==> config.mk <==
export PLATFORM = sky130hd
export DESIGN_NAME = parallel_port
export DESIGN_NICKNAME = d
export VERILOG_FILES = /design/src/parallel_port_pkg.sv /design/src/parallel_port.sv
export SDC_FILE = /design/constraint.sdc
export NUM_CORES = 1
export LEC_CHECK = 0
export ABC_CLOCK_PERIOD_IN_PS = 7800
export BUFFER_PORTS_ARGS = -buffer_cell sky130_fd_sc_hd__buf_2
export CAP_MARGIN = 5
export CORE_ASPECT_RATIO = 0.7
export CORE_MARGIN = 5
export CORE_UTILIZATION = 35
export CTS_CLUSTER_DIAMETER = 200
export DETAILED_ROUTE_END_ITERATION = 6
export GPL_TIMING_DRIVEN = 0
export SKIP_LAST_GASP = 1
export SLEW_MARGIN = 30
export SYNTH_ARGS = -nofsm -noshare
export SYNTH_HDL_FRONTEND = slang
export SYNTH_HIERARCHICAL = 1
export SYNTH_SLANG_ARGS = --single-unit
==> constraint.sdc <==
create_clock -name clk_sys_i -period 7.8 [get_ports clk_sys_i]
set_clock_uncertainty 0.1 [all_clocks]
set_input_delay 0.39 -clock clk_sys_i [delete_from_list [all_inputs] [get_ports clk_sys_i]]
set_output_delay 0.39 -clock clk_sys_i [all_outputs]
set_load 0.02 [all_outputs]
==> src/parallel_port_pkg.sv <==
// Constants and types shared by the parallel host port
package parallel_port_pkg;
  // ----------------------------------------------------------------
  // Timing
  // ----------------------------------------------------------------
  localparam int CLK_PERIOD_NS = 10;
  localparam int BB_STROBE_NS  = 20;
  // Least strobe width, rounded up to whole cycles
  localparam int BB_STROBE_CYC = (BB_STROBE_NS + CLK_PERIOD_NS - 1) / CLK_PERIOD_NS;
  localparam logic [1:0] STROBE_LOAD = 2'(BB_STROBE_CYC);
  localparam logic [1:0] STROBE_IDLE = 2'h0;

  // ----------------------------------------------------------------
  // Data path
  // ----------------------------------------------------------------
  localparam int DATA_W     = 8;
  localparam int FIFO_DEPTH = 16;
  localparam int LEVEL_W    = 5;
  localparam logic [7:0] BUS_RESET = 8'h00;
  localparam logic [7:0] OE_NONE   = 8'h00;
  localparam logic [7:0] OE_ALL    = 8'hFF;

  // ----------------------------------------------------------------
  // Port modes
  // ----------------------------------------------------------------
  typedef enum logic [1:0] {
    MODE_IDLE,
    MODE_ASYNC,
    MODE_BITBANG
  } mode_t;
endpackage

==> src/parallel_port.sv <==
// Parallel host port: strobe-paced FIFO mode and bit-bang mode, with its byte FIFO
// Behaviour
// - In FIFO mode the data lines are inputs and are driven only while the read strobe is low.
// - The receive-available flag is low while a received byte waits and high otherwise.
// - After each read strobe rises the receive-available flag goes high before it may fall again.
// - The transmit-space flag is low while a byte can be taken and high otherwise.
// - A falling read strobe puts the head byte of the receive FIFO onto the data lines.
// - A rising read strobe advances the receive FIFO to its next byte.
// - A falling write strobe stores the data lines into the transmit FIFO.
// - FIFO mode is used only when the stored configuration selects it.
// - During reset both flag outputs are released rather than driven.
// - A low pulse on the flush/wakeup input while suspended and wakeup-enabled requests a resume.
// - A low pulse on the flush/wakeup input during normal operation requests an immediate flush.
// - In bit-bang mode the eight lines form one bidirectional bus under host control.
// - Bit-bang mode is entered by a host command, not by stored configuration.
// - In bit-bang mode a low write-done pulse follows each applied host value.
// - In bit-bang mode the read-done output rises once the lines are sampled and sent on.
`timescale 1ns/1ps
`default_nettype none

// ------------------------------------------------------------------
// Byte FIFO with registered flags
// ------------------------------------------------------------------
module byte_fifo #(
  parameter int WIDTH = 8,
  parameter int DEPTH = 16
) (
  input  wire logic             clk_sys_i,
  input  wire logic             srst_i,
  input  wire logic             in_valid_i,
  output logic                  in_ready_o,
  input  wire logic [WIDTH-1:0] in_data_i,
  output logic                  out_valid_o,
  input  wire logic             out_ready_i,
  output logic      [WIDTH-1:0] out_data_o,
  output logic    [$clog2(DEPTH):0] level_o
);
  localparam int AW = $clog2(DEPTH);

  logic [WIDTH-1:0] mem [DEPTH];
  logic [AW-1:0]    wr_ptr, next_wr_ptr, rd_ptr, next_rd_ptr;
  logic [AW:0]      level, next_level;
  logic             full, next_full, empty, next_empty, push, pop;
  // Handshake flags kept in their own flops so the ports come straight from registers
  logic             in_ready, out_valid;

  always_comb begin
    push        = in_valid_i & ~full;
    pop         = out_ready_i & ~empty;
    next_wr_ptr = push ? wr_ptr + AW'(1) : wr_ptr;
    next_rd_ptr = pop ? rd_ptr + AW'(1) : rd_ptr;
    next_level  = level + (AW+1)'(push) - (AW+1)'(pop);
    next_full   = (next_level == (AW+1)'(DEPTH));
    next_empty  = (next_level == '0);
  end

  always_ff @(posedge clk_sys_i) begin
    if (srst_i) begin
      wr_ptr <= '0;
      rd_ptr <= '0;
      level  <= '0;
      full      <= 1'b0;
      empty     <= 1'b1;
      in_ready  <= 1'b1;
      out_valid <= 1'b0;
    end else begin
      wr_ptr    <= next_wr_ptr;
      rd_ptr    <= next_rd_ptr;
      level     <= next_level;
      full      <= next_full;
      empty     <= next_empty;
      in_ready  <= ~next_full;
      out_valid <= ~next_empty;
    end
  end

  // Storage is not reset; the flags guard every read of it
  always_ff @(posedge clk_sys_i) begin
    if (push) begin
      mem[wr_ptr] <= in_data_i;
    end
  end

  assign in_ready_o  = in_ready;
  assign out_valid_o = out_valid;
  assign out_data_o  = mem[rd_ptr];
  assign level_o     = level;
endmodule // byte_fifo

// ------------------------------------------------------------------
// Port top
// ------------------------------------------------------------------
module parallel_port (
  input  wire logic       clk_sys_i,
  input  wire logic       srst_i,
  input  wire logic       cfg_async_fifo_i,
  input  wire logic       bitbang_cmd_i,
  input  wire logic       bitbang_enable_i,
  input  wire logic       remote_wakeup_en_i,
  input  wire logic       bus_power_active_n_i,
  input  wire logic       rd_n_i,
  input  wire logic       wr_n_i,
  input  wire logic       flush_wakeup_n_i,
  input  wire logic [7:0] port_data_lines_i,
  output logic      [7:0] port_data_lines_o,
  output logic      [7:0] port_data_lines_oe_o,
  output logic            rx_available_n_o,
  output logic            rx_available_oe_o,
  output logic            tx_space_n_o,
  output logic            tx_space_oe_o,
  output logic            bitbang_write_done_n_o,
  output logic            bitbang_read_done_n_o,
  input  wire logic       usb_rx_valid_i,
  output logic            usb_rx_ready_o,
  input  wire logic [7:0] usb_rx_data_i,
  output logic            usb_tx_valid_o,
  input  wire logic       usb_tx_ready_i,
  output logic      [7:0] usb_tx_data_o,
  input  wire logic       bb_apply_i,
  input  wire logic [7:0] bb_apply_data_i,
  input  wire logic [7:0] bb_apply_dir_i,
  input  wire logic       bb_sample_i,
  output logic            bb_sample_valid_o,
  output logic      [7:0] bb_sample_data_o,
  output logic            resume_req_o,
  output logic            flush_req_o
);
  // ----------------------------------------------------------------
  // Pin synchronisers and edge detection
  // ----------------------------------------------------------------
  logic       rd_s1, rd_s2, rd_d, wr_s1, wr_s2, wr_d, fw_s1, fw_s2, fw_d;
  logic [7:0] dat_s1, dat_s2;
  logic       rd_fall, rd_rise, wr_fall, fw_fall;

  localparam logic [7:0] BUS_RESET_C = parallel_port_pkg::BUS_RESET;

  always_ff @(posedge clk_sys_i) begin
    if (srst_i) begin
      {rd_s1, rd_s2, rd_d} <= 3'h7;
      {wr_s1, wr_s2, wr_d} <= 3'h7;
      {fw_s1, fw_s2, fw_d} <= 3'h7;
      dat_s1               <= BUS_RESET_C;
      dat_s2               <= BUS_RESET_C;
    end else begin
      {rd_s1, rd_s2, rd_d} <= {rd_n_i, rd_s1, rd_s2};
      {wr_s1, wr_s2, wr_d} <= {wr_n_i, wr_s1, wr_s2};
      {fw_s1, fw_s2, fw_d} <= {flush_wakeup_n_i, fw_s1, fw_s2};
      dat_s1               <= port_data_lines_i;
      dat_s2               <= dat_s1;
    end
  end

  assign rd_fall = rd_d & ~rd_s2;
  assign rd_rise = ~rd_d & rd_s2;
  assign wr_fall = wr_d & ~wr_s2;
  assign fw_fall = fw_d & ~fw_s2;

  // ----------------------------------------------------------------
  // Receive and transmit FIFOs
  // ----------------------------------------------------------------
  parallel_port_pkg::mode_t mode, next_mode;
  logic       rx_valid, rx_pop, tx_ready, tx_push, rd_ok, next_rd_ok;
  logic [7:0] rx_head;
  logic [4:0] rx_level, tx_level;
  logic       is_async, is_bb;

  assign is_async = (mode == parallel_port_pkg::MODE_ASYNC);
  assign is_bb    = (mode == parallel_port_pkg::MODE_BITBANG);
  assign rx_pop   = is_async & rd_rise & rd_ok;
  assign tx_push  = is_async & wr_fall & tx_ready;

  byte_fifo #(.WIDTH(parallel_port_pkg::DATA_W), .DEPTH(parallel_port_pkg::FIFO_DEPTH)) u_rx (
    .clk_sys_i   (clk_sys_i),
    .srst_i      (srst_i),
    .in_valid_i  (usb_rx_valid_i),
    .in_ready_o  (usb_rx_ready_o),
    .in_data_i   (usb_rx_data_i),
    .out_valid_o (rx_valid),
    .out_ready_i (rx_pop),
    .out_data_o  (rx_head),
    .level_o     (rx_level)
  );

  byte_fifo #(.WIDTH(parallel_port_pkg::DATA_W), .DEPTH(parallel_port_pkg::FIFO_DEPTH)) u_tx (
    .clk_sys_i   (clk_sys_i),
    .srst_i      (srst_i),
    .in_valid_i  (tx_push),
    .in_ready_o  (tx_ready),
    .in_data_i   (dat_s2),
    .out_valid_o (usb_tx_valid_o),
    .out_ready_i (usb_tx_ready_i),
    .out_data_o  (usb_tx_data_o),
    .level_o     (tx_level)
  );

  // ----------------------------------------------------------------
  // Port control
  // ----------------------------------------------------------------
  logic       bb_sel, next_bb_sel, rx_hold, next_rx_hold;
  logic       next_rxf_n, next_txe_n, next_flag_oe, next_wd_n, next_rdd_n;
  logic       sample_pend, next_sample_pend, next_sample_valid, next_resume, next_flush;
  logic [1:0] wd_cnt, next_wd_cnt;
  logic [7:0] bb_dir, next_bb_dir, next_port_out, next_port_oe, next_sample_data;

  always_comb begin
    next_bb_sel = bitbang_cmd_i ? bitbang_enable_i : bb_sel;
    if (next_bb_sel) begin
      next_mode = parallel_port_pkg::MODE_BITBANG;
    end else if (cfg_async_fifo_i) begin
      next_mode = parallel_port_pkg::MODE_ASYNC;
    end else begin
      next_mode = parallel_port_pkg::MODE_IDLE;
    end
    next_rd_ok    = rd_fall ? rx_valid : rd_ok;
    next_port_out = port_data_lines_o;
    if (is_async && rd_fall && rx_valid) begin
      next_port_out = rx_head;
    end else if (is_bb && bb_apply_i) begin
      next_port_out = bb_apply_data_i;
    end
    // host sets the direction of each line
    next_bb_dir = (is_bb && bb_apply_i) ? bb_apply_dir_i : bb_dir;
    // in FIFO mode, drive only while the read strobe is low; in bit-bang mode follow the host direction
    if (is_async) begin
      next_port_oe = (!rd_s2 && next_rd_ok) ? parallel_port_pkg::OE_ALL
                                            : parallel_port_pkg::OE_NONE;
    end else if (is_bb) begin
      next_port_oe = next_bb_dir;
    end else begin
      next_port_oe = parallel_port_pkg::OE_NONE;
    end
    // flag high for two cycles after each rise
    next_rx_hold = rd_rise;
    // flag low while a byte waits
    next_rxf_n   = ~(is_async & rx_valid & ~rx_hold & ~rd_rise);
    // flag low while a byte can be taken
    next_txe_n   = ~(is_async & tx_ready);
    // flags released outside FIFO mode and in reset
    next_flag_oe = is_async;
    if (is_bb && bb_apply_i) begin
      next_wd_cnt = parallel_port_pkg::STROBE_LOAD;
    end else if (wd_cnt != parallel_port_pkg::STROBE_IDLE) begin
      next_wd_cnt = wd_cnt - 2'h1;
    end else begin
      next_wd_cnt = wd_cnt;
    end
    next_wd_n = (wd_cnt == parallel_port_pkg::STROBE_IDLE);
    // read-done rises as the sample leaves
    next_sample_pend  = is_bb & bb_sample_i & ~sample_pend;
    next_rdd_n        = ~next_sample_pend;
    next_sample_valid = sample_pend;
    next_sample_data  = sample_pend ? dat_s2 : bb_sample_data_o;
    next_resume = fw_fall & bus_power_active_n_i & remote_wakeup_en_i;
    next_flush  = fw_fall & ~bus_power_active_n_i;
  end

  always_ff @(posedge clk_sys_i) begin
    if (srst_i) begin
      mode                   <= parallel_port_pkg::MODE_IDLE;
      bb_sel                 <= 1'b0;
      rd_ok                  <= 1'b0;
      rx_hold                <= 1'b0;
      bb_dir                 <= parallel_port_pkg::OE_NONE;
      port_data_lines_o      <= parallel_port_pkg::BUS_RESET;
      port_data_lines_oe_o   <= parallel_port_pkg::OE_NONE;
      rx_available_n_o       <= 1'b1;
      tx_space_n_o           <= 1'b1;
      rx_available_oe_o      <= 1'b0;
      tx_space_oe_o          <= 1'b0;
      wd_cnt                 <= parallel_port_pkg::STROBE_IDLE;
      bitbang_write_done_n_o <= 1'b1;
      sample_pend            <= 1'b0;
      bitbang_read_done_n_o  <= 1'b1;
      bb_sample_valid_o      <= 1'b0;
      bb_sample_data_o       <= parallel_port_pkg::BUS_RESET;
      resume_req_o           <= 1'b0;
      flush_req_o            <= 1'b0;
    end else begin
      mode                   <= next_mode;
      bb_sel                 <= next_bb_sel;
      rd_ok                  <= next_rd_ok;
      rx_hold                <= next_rx_hold;
      bb_dir                 <= next_bb_dir;
      port_data_lines_o      <= next_port_out;
      port_data_lines_oe_o   <= next_port_oe;
      rx_available_n_o       <= next_rxf_n;
      tx_space_n_o           <= next_txe_n;
      rx_available_oe_o      <= next_flag_oe;
      tx_space_oe_o          <= next_flag_oe;
      wd_cnt                 <= next_wd_cnt;
      bitbang_write_done_n_o <= next_wd_n;
      sample_pend            <= next_sample_pend;
      bitbang_read_done_n_o  <= next_rdd_n;
      bb_sample_valid_o      <= next_sample_valid;
      bb_sample_data_o       <= next_sample_data;
      resume_req_o           <= next_resume;
      flush_req_o            <= next_flush;
    end
  end
endmodule // parallel_port

`default_nettype wire

# Word-level counts from Yosys, hierarchy flattened

Memory sizes are Yosys's and may differ from the RTL's. A register that Yosys moved wholly into a read port is not among the register bits.
Cells that the tools add are included.
Widths: inputs -> output; s select.

Flip-flop bits (word level): 107
Latch bits: 0
Bits in writable memories: 256
Memory bits (read-only): 0
Input bits: 46
Output and inout bits: 43
Memories kept: 2

Add/sub/neg operators: 9
Multiply operators: 0
Div/mod/pow operators: 0
Order comparisons: 0
Equality and inequality tests: 4
Shift operators: 0
Mux-type cells: 20
Bitwise gates (word level): 40
Reductions and logical operators: 13

Memory list:

| name     | depth | bits a word | rd ports | clocked after memory_dff | wr ports | RTL line            | text |
|---|---|---|---|---|---|---|---|
| u_rx.mem | 16    | 8           | 1        | 1                        | 1        | parallel_port.sv:40 | `logic [WIDTH-1:0] mem [DEPTH];` |
| u_tx.mem | 16    | 8           | 1        | 1                        | 1        | parallel_port.sv:40 |  |

Operator list:

| kind                | number |
|---|---|
| $mux 8              | 6 |
| $and 1x1->1         | 21 |
| $not 1->1           | 19 |
| $add 4x1->4 const B | 4 |
| $mux 4              | 4 |
| $add 5x1->5         | 2 |
| $eq 5x5->1 const B  | 2 |
| $logic_not 5->1     | 2 |
| $sub 5x1->5         | 2 |
| $mux 1              | 7 |
| $mux 2              | 3 |
| $reduce_bool 2->1   | 3 |
| $logic_and 1x1->1   | 4 |
| $reduce_or 2->1     | 2 |
| $eq 2x1->1 const B  | 1 |
| $eq 2x2->1 const B  | 1 |
| $logic_not 2->1     | 1 |
| $sub 2x1->2 const B | 1 |
| $logic_not 1->1     | 1 |

# Longest topological paths before layout

Gate-level depths: netlist of the first run.

Depth after elaboration: 9
Depth in mapped cells: 12
Depth with buffers taken out: 10

# Hierarchy

Netlist of the first run, hierarchy kept.

By module, submodules not included:

| module        | times used | cells each | area an instance (µm²) | seq. area each (µm²) |
|---|---|---|---|---|
| byte_fifo     | 2          | 311        | 5885.6                 | 4264.1 |
| parallel_port | 1          | 234        | 2454.9                 | 1441.4 |

# Worst setup path after synthesis of the first run

No wires, ideal clock.

Path kind: register to register
From: reg mode[1]
To: reg u_tx.in_ready, in the netlist u_tx/in_ready_o
Library setup time: 134 ps
Data arrival time: 2846 ps
Setup slack: 4720 ps
Stages on the path, launching flop included: 13
Clock period less this slack: 3080 ps
Cells stage by stage: dfxtp_1 > nand2b_1 > buf_2 > nor3_1 > nor2b_1 > clkbuf_1 > xor2_1 > ha_1 > fa_1 > a21o_1 > a21oi_2 > xnor2_1 > or4_1

Cells in the longest elaborated chain, start to end: 8

RTL lines:

| element                  | RTL line             | text |
|---|---|---|
| start, declared          | parallel_port.sv:161 | `parallel_port_pkg::mode_t mode, next_mode;` |
| start signal, assigned   | parallel_port.sv:259 | `mode <= parallel_port_pkg::MODE_IDLE;` |
| start signal, assigned   | parallel_port.sv:279 | `mode <= next_mode;` |
| $eq 2x1->1               | parallel_port.sv:167 | `assign is_async = (mode == parallel_port_pkg::MODE_ASYNC);` |
| $and 1x1->1 (2 in a row) | parallel_port.sv:170 | `assign tx_push = is_async & wr_fall & tx_ready;` |
| net tx_push              | parallel_port.sv:162 | `logic rx_valid, rx_pop, tx_ready, tx_push, rd_ok, next_rd_ok;` |
| $and 1x1->1              | parallel_port.sv:48  | `push = in_valid_i & ~full;` |
| $add 5x1->5              | parallel_port.sv:52  | `next_level = level + (AW+1)'(push) - (AW+1)'(pop);` |
| $sub 5x1->5              | parallel_port.sv:52  |  |
| $eq 5x5->1               | parallel_port.sv:53  | `next_full = (next_level == (AW+1)'(DEPTH));` |
| $not 1->1                | parallel_port.sv:72  | `in_ready <= ~next_full;` |
| end signal, assigned     | parallel_port.sv:72  |  |
| end, declared            | parallel_port.sv:45  | `logic in_ready, out_valid;` |

The timed path passes the listed nets, and every way through them passes these cells.
A chain may end at the register's enable or synchronous reset.

# Worst setup path in the final report of the first run

From: reg mode[1]
To: reg u_rx.in_ready, in the netlist u_rx/in_ready_o

Cells in the longest elaborated chain, start to end: 7

RTL lines:

| element                  | RTL line             | text |
|---|---|---|
| $eq 2x1->1               | parallel_port.sv:167 |  |
| $and 1x1->1 (2 in a row) | parallel_port.sv:169 | `assign rx_pop = is_async & rd_rise & rd_ok;` |
| net rx_pop               | parallel_port.sv:162 |  |
| $and 1x1->1              | parallel_port.sv:49  | `pop = out_ready_i & ~empty;` |
| $sub 5x1->5              | parallel_port.sv:52  |  |
| $eq 5x5->1               | parallel_port.sv:53  |  |
| $not 1->1                | parallel_port.sv:72  |  |
| end signal, assigned     | parallel_port.sv:72  |  |
| end, declared            | parallel_port.sv:45  |  |

The timed path passes the listed nets, and every way through them passes these cells.

==> metrics.md, run 1 <==
| Metric | Value |
|---|---|
| Final Util | 0.422 |
| Die height | about 180 um |
| Final setup vio count | 0 |
| Fin nets | approximately 1,100 |
| WS Path Type | reg2reg |
| Syn Nets | 922 |
| Worst-path fanout max | 10 |
| Final period utilization | 0.466 |
| Slew Viols, Final | 0 |
| Top FF cell, synth | edfxtp_1 |
| Ports | 89 |
| DR vias | between 7,000 and 8,000 |
| FFs w/ async S/R, synth | 0 |
| Overall Global Routing Usage | 0.145 |
| First-pass GRT wire length | just under 50,000 um |
| Critical Path Sink Type | register |
| Initial Utilization | 0.356 |
| DP Area | 15,400 um2 |
| First-pass DRT Iterations | 5 |
| Sequential area share after synthesis | 0.701 |
| Pwr/cell area | approximately 270 nW/um2 |
| VDD IR max | about 0.20 mV |
| Initial DRC Count | between 600 and 700 |
| Clock-pin slew on the worst setup and hold paths | 0.06 ns |
| CTS buffer count | 37 |
| Crit path launch type | register |
| Die area | 44,800 um2 |
| WP data arrival | between 3 and 4 ns |
| Routed len/inst | approximately 21 um |
| Mean Syn Cell Area | between 15 and 20 um2 |
| I/O Buffers | between 80 and 90 |
| Number of remaining DRC errors | 0 |
| Hold Crit Class | in2reg |
| Tot Pwr | ~4600 uW |
| Design area | about 17,000 um2 |
| Die Width | 251 um |
| Antenna-violating nets left | 0 |
| Vias/cell | between 4 and 5 |
| Post-detail-place hpwl | 22,400 um |
| Most common cell after layout, fill and taps aside | edfxtp_1 |
| Synthesized cell area | approximately 14,000 um2 |
| Post-route setup TNS | 0 ns |
| RSZ-0062 raised after global routing | no |
| Synth Instances | roughly 860 |
| Critical Path RT | just over 8 ns |
| FP Rows | 61 |
| EDFF count, synth | approximately 260 |
| Final Hold Fails | 0 |
| Status | complete, no violations |
| Share of cells above drive strength 1 | 0.219 |
| MaxCap Viol Count | 0 |
| Post-CTS Setup Inserts | 0 |
| Core area | approximately 40,000 um2 |
| Post-layout minimum cycle time | 3.64 ns |
| Antenna cell count | 0 |
| Clk root buf | clkbuf_16 |
| Synth unique cells | 49 |
| Fmax | between 200 and 300 MHz |
| Area grow syn2layout | 18.5% |
| GRT overflow | 0 |
| Vias in the first global route | slightly below 8,000 |
| Largest net degree at the start of global routing | 18 |
| CTS max path bufs | 3 |
| # clock sinks | 370 |
| CTS tree | yes |
| Slew @ Worst Pin | 0.933 ns |
| Initial antenna violation count | 2 |
| Detailed-route wire length | between 30,000 and 40,000 um |
| RePlAce Congestion | about 0.83 |
| Slew HR | 0.376 |
| Yosys reg bits | 370 |
| Leak | ~0.0059 uW |
| Yosys warning count | 6 |
| Clk Latency, worst-skew pair | 0.54 ns |
| H-tree levels | 2 |
| Commonest cells after routing, fill and taps aside | 256 x edfxtp_1, 114 x dfxtp_1, 99 x buf_2, 71 x nor2_1, 65 x nand2_1 |
## path summary, 6_finish.rpt
path,slack [ns],startpoint,endpoint,depth (start not counted)
max,4.16,mode[1]$_SDFF_PP0_,u_rx/in_ready_o$_SDFF_PP1_,12
min,0.02,bb_apply_dir_i[2],bb_dir[2]$_SDFF_PP0_,3
max reg2reg,4.16,mode[1]$_SDFF_PP0_,u_rx/in_ready_o$_SDFF_PP1_,12
min reg2reg,0.31,fw_s1$_SDFF_PP1_,fw_s2$_SDFF_PP1_,1
## stage by stage
| step | cells | hold slack (ns) | worst slack (ns) |
|---|---|---|---|
| floorplan | 856 | 0.258 | 4.72 |
| global placement | 1478 | 0.294 | 4.24 |
| detailed placement | 1478 | 0.296 | 4.24 |
| CTS | 1570 | 0.000205 | 4.18 |
| global route | 1570 | 0.0161 | 3.95 |
| finish | 1570 | 0.0238 | 4.16 |
## repair_timing
action	CTS	global route
hold buffers	25	0
setup endpoints to repair	0	0
resized for setup	0	0
hold endpoints to repair	24	0
## kinds of logic (layout without fill, tap and decap cells)
| kind of cell | count (synthesis) | count (layout) | share of synthesized area |
|---|---|---|---|
| adders and majority gates | 20 | 20 | 0.0186 |
| AOI/OAI and AO/OA | 73 | 73 | 0.0382 |
| muxes | 83 | 83 | 0.124 |
| DFF | 370 | 370 | 0.701 |
| and+or+nand+nor | 225 | 225 | 0.0766 |
| xor gates and xnor gates | 24 | 24 | 0.0148 |
| buffers and inverters | 61 | 240 | 0.0268 |
## Yosys cell counts (10+ instances only)
cell | n | area share
a22oi_1 | 32 | 0.017
mux4_2 | 28 | 0.044
inv_1 | 12 | 0.0032
clkbuf_1 | 17 | 0.0045
nor2b_1 | 27 | 0.012
edfxtp_1 | 256 | 0.54
buf_2 | 12 | 0.0042
mux4_1 | 36 | 0.066
nand2_1 | 65 | 0.017
xor2_1 | 14 | 0.0086
nor2_1 | 72 | 0.019
xnor2_1 | 10 | 0.0062
ha_1 | 18 | 0.016
mux2i_1 | 19 | 0.013
dfxtp_1 | 114 | 0.16
a21oi_1 | 11 | 0.0039
nor3_1 | 21 | 0.0074
## critical path, cell delays in order (launching register included)
cell      delay [ns]
dfxtp_1         0.35
nand2b_1        0.24
buf_2           0.24
nor3_1          0.33
nor2b_1         0.18
clkbuf_1        0.29
xor2_1          0.12
ha_1            0.23
fa_1            0.41
a21o_1          0.19
a21oi_2         0.14
xnor2_1         0.16
or4_1           0.50
## layout make-up
type / instances / area (um2)
fillers: 3599 / 23100
inverters: 13 / 48.8
well taps: 535 / 669
plain buffers: 48 / 333
multi-input cells: 425 / 3920
clock buffers: 53 / 1030
clock inverters: 14 / 200
flip-flops and latches: 370 / 9970
repair buffers: 112 / 686
## layer usage
| layer | share of wire | track usage |
|---|---|---|
| met5 | 0.00015 | 0 |
| met4 | 0.023 | 0.0418 |
| met3 | 0.057 | 0.0278 |
| met2 | 0.43 | 0.216 |
| met1 | 0.49 | 0.218 |
## report_power, final
group	total [uW]	internal [uW]	switching (uW)	leakage (uW)
Combinational	564	237	327	0.00206
Clock	1790	1060	731	0.000599
Sequential	2220	2180	43.2	0.00326
## state kept, by name, summed over array words and instances, names as in the netlist, 2 cells and up, named ones only
name	flops
u_rx/mem	128
u_tx/mem	128
bb_dir	8
bb_sample_data_o	8
dat_s1	8
dat_s2	8
port_data_lines_o	8
port_data_lines_oe_o	8
u_rx/level_o	5
u_tx/level_o	5
u_rx/rd_ptr	4
u_rx/wr_ptr	4
u_tx/rd_ptr	4
u_tx/wr_ptr	4
mode	2
wd_cnt	2
Note: power is estimated with default switching activity, not from simulation.
==> inputs of run 2 (changes only) <==
--- a/config.mk
+++ b/config.mk
@@ -5,7 +5,7 @@
 export SDC_FILE = /design/constraint.sdc
 export NUM_CORES = 1
 export LEC_CHECK = 0
-export ABC_CLOCK_PERIOD_IN_PS = 7800
+export ABC_CLOCK_PERIOD_IN_PS = 3300
 export BUFFER_PORTS_ARGS = -buffer_cell sky130_fd_sc_hd__buf_2
 export CAP_MARGIN = 5
 export CORE_ASPECT_RATIO = 0.7
==> constraint.sdc (replaced) <==
create_clock -name clk_sys_i -period 3.3 [get_ports clk_sys_i]
set_clock_uncertainty 0.1 [all_clocks]
set_input_delay 0.165 -clock clk_sys_i [delete_from_list [all_inputs] [get_ports clk_sys_i]]
set_output_delay 0.165 -clock clk_sys_i [all_outputs]
set_load 0.02 [all_outputs]
==> metrics.md, run 2 (synthesis gave the netlist of run 1 again) <==
| Metric | Value |
|---|---|
| Pwr/cell area | 637 nW/um2 |
| Largest net degree at the start of global routing | 18 |
| Critical Path RT | ~3.6 ns |
| Status | finished with violations |
| Area of the multi-input gates | just under 4000 um2 |
| MaxCap Viol Count | 0 |
| Initial antenna violation count | 2 |
| Ports | 89 |
| Share of cells above drive strength 1 | 0.226 |
| DR vias | 7,747 |
| Crit path launch type | register |
| Slew HR | 0.360 |
| CTS tree | yes |
| GRT overflow | 0 |
| Reg2reg start | mode[1]$_SDFF_PP0_ |
| Placed insts | 1,478 |
| Global routing's busiest layer | met2 |
| Final Hold Fails | 1 |
| Critical Path Sink Type | register |
| Clk root buf | clkbuf_16 |
| CTS buffer count | 37 |
| Non-Filler Instances | around 1,600 |
| Post-CTS Setup Inserts | 0 |
| Final period utilization | 0.955 |
| Fmax | roughly 320 MHz |
| Tot Pwr | 10,900 uW |
| RePlAce Congestion | between 0.8 and 0.9 |
| Initial Utilization | 0.356 |
| Register area | 9970 um2 |
| Core area | around 40,000 um2 |
| Hold Crit Class | in2reg |
| VDD IR max | between 0.4 and 0.5 mV |
| Fin nets | approximately 1,100 |
| FF-to-FF path depth | 12 |
| Worst reg2reg setup slack | ~0.15 ns |
| Post-layout minimum cycle time | around 3.2 ns |
| CTS max path bufs | 3 |
| RR Endpoint | u_rx/in_ready_o$_SDFF_PP1_ |
| Clk Latency, worst-skew pair | 0.54 ns |
| Commonest cells after routing, fill and taps aside | 256 x edfxtp_1, 112 x dfxtp_1, 98 x buf_2, 71 x nor2_1, 65 x nand2_1 |
| RSZ-0062 raised after global routing | yes |
| Slew Viols, Final | 0 |
| Routed len/inst | between 20 and 25 um |
| I/O Buffers | 87 |
| First-pass GRT wire length | ~49,000 um |
| Slew @ Worst Pin | between 0.9 and 1 ns |
| Final Util | 0.428 |
| Met2 Track Usage GR | 0.220 |
| Detailed-route wire length | 33,000 um |
| Largest regs | u_rx/mem: 128 flops, u_tx/mem: 128 flops |
| Die height | roughly 180 um |
| Final setup vio count | 0 |
| Global Route met1 Usage | 0.217 |
| # clock sinks | 370 |
| Clock-pin slew on the worst setup and hold paths | 0.07 ns |
| Overall Global Routing Usage | 0.146 |
| Most common cell after layout, fill and taps aside | edfxtp_1 |
| Die Width | between 200 and 300 um |
| Number of remaining DRC errors | 0 |
| WP data arrival | 3.44 ns |
| GR Util met3 | 0.0294 |
| Worst-path fanout max | 10 |
| Hold-critical path depth | 2 |
| Vias/cell | 4.88 |
| FP Rows | a little over 60 |
| Worst Hold Launch | srst_i |
| Hold Path Sink | u_rx/in_ready_o$_SDFF_PP1_ |
| WS Path Type | reg2reg |
| Post-detail-place hpwl | between 20,000 and 25,000 um |
| H-tree levels | 2 |
| Failing checks | negative hold slack |
| First-pass DRT Iterations | 5 |
| Vias in the first global route | between 7,000 and 8,000 |
| Initial DRC Count | 632 |
| Hold_ws | -0.00215 ns |
| Antenna cell count | 0 |
| Die area | 44,800 um2 |
| Antenna-violating nets left | 0 |
| Fill cells | between 3,000 and 4,000 |
| Area grow syn2layout | 20.2% |
| Leak | just over 0.006 uW |
==> run 2: layout make-up <==
cell class                      count  share of cell area
Inverter                           13             0.00285
Tap cell                          535              0.0392
Clock inverter                     14              0.0117
Clock buffer                       53              0.0602
Buffer                             48              0.0204
Multi-Input combinational cell    425               0.232
Timing Repair Buffer              130              0.0506
Sequential cell                   370               0.583
==> run 2: what timing repair did <==
action,in CTS,in global routing
setup endpoints to repair,8,4
hold buffers,43,0
resized for setup,8,9
endpoints found under the hold margin,169,0
==> run 2: worst max path at each step <==
| stage | start | end | slack, ns | depth (start not counted) |
|---|---|---|---|---|
| after global routing | mode[1]$_SDFF_PP0_ | u_tx/in_ready_o$_SDFF_PP1_ | 0.005 | 12 |
| after floorplan | mode[1]$_SDFF_PP0_ | u_tx/in_ready_o$_SDFF_PP1_ | 0.22 | 12 |
| after detailed placement | mode[1]$_SDFF_PP0_ | u_tx/in_ready_o$_SDFF_PP1_ | -0.26 | 12 |
| after CTS | mode[1]$_SDFF_PP0_ | u_tx/in_ready_o$_SDFF_PP1_ | -0.01 | 12 |
| final | mode[1]$_SDFF_PP0_ | u_rx/in_ready_o$_SDFF_PP1_ | 0.15 | 12 |
| after global placement | mode[1]$_SDFF_PP0_ | u_tx/in_ready_o$_SDFF_PP1_ | -0.26 | 12 |
==> run 2: metrics by stage <==
stage	hold slack, ns	setup TNS (ns)	instance area, um2	setup slack (ns)
2_1_floorplan	0.142	0	14200	0.220
3_3_place_gp	0.247	-3.15	15300	-0.264
3_5_place_dp	0.250	-0.732	15400	-0.256
4_1_cts	0.00198	-0.0114	17100	-0.0114
5_1_grt	0.0209	0	17100	0.00506
6_report	-0.00215	0	17100	0.147
==> run 2: power breakdown <==
group          leakage, uW  internal, uW  switching (uW)
Combinational      0.00218           603             793
Clock             0.000599          2510            1740
Sequential         0.00326          5150             103
Total              0.00604          8260            2630
==> run 2: critical path, stage by stage (launching register included) <==
cell	delay (ns)
dfxtp_2	0.34
nand2b_4	0.17
buf_4	0.19
nor3_4	0.16
nor2b_1	0.15
clkbuf_4	0.18
xor2_1	0.08
ha_1	0.23
fa_1	0.41
a21o_1	0.19
a21oi_2	0.18
xnor2_2	0.13
or4_1	0.48
==> run 2: per-layer routing <==
metal	vias up	share of wire
li1	3604	-
met1	3884	0.48
met2	208	0.44
met3	51	0.062
met4	0	0.023
met5	-	0
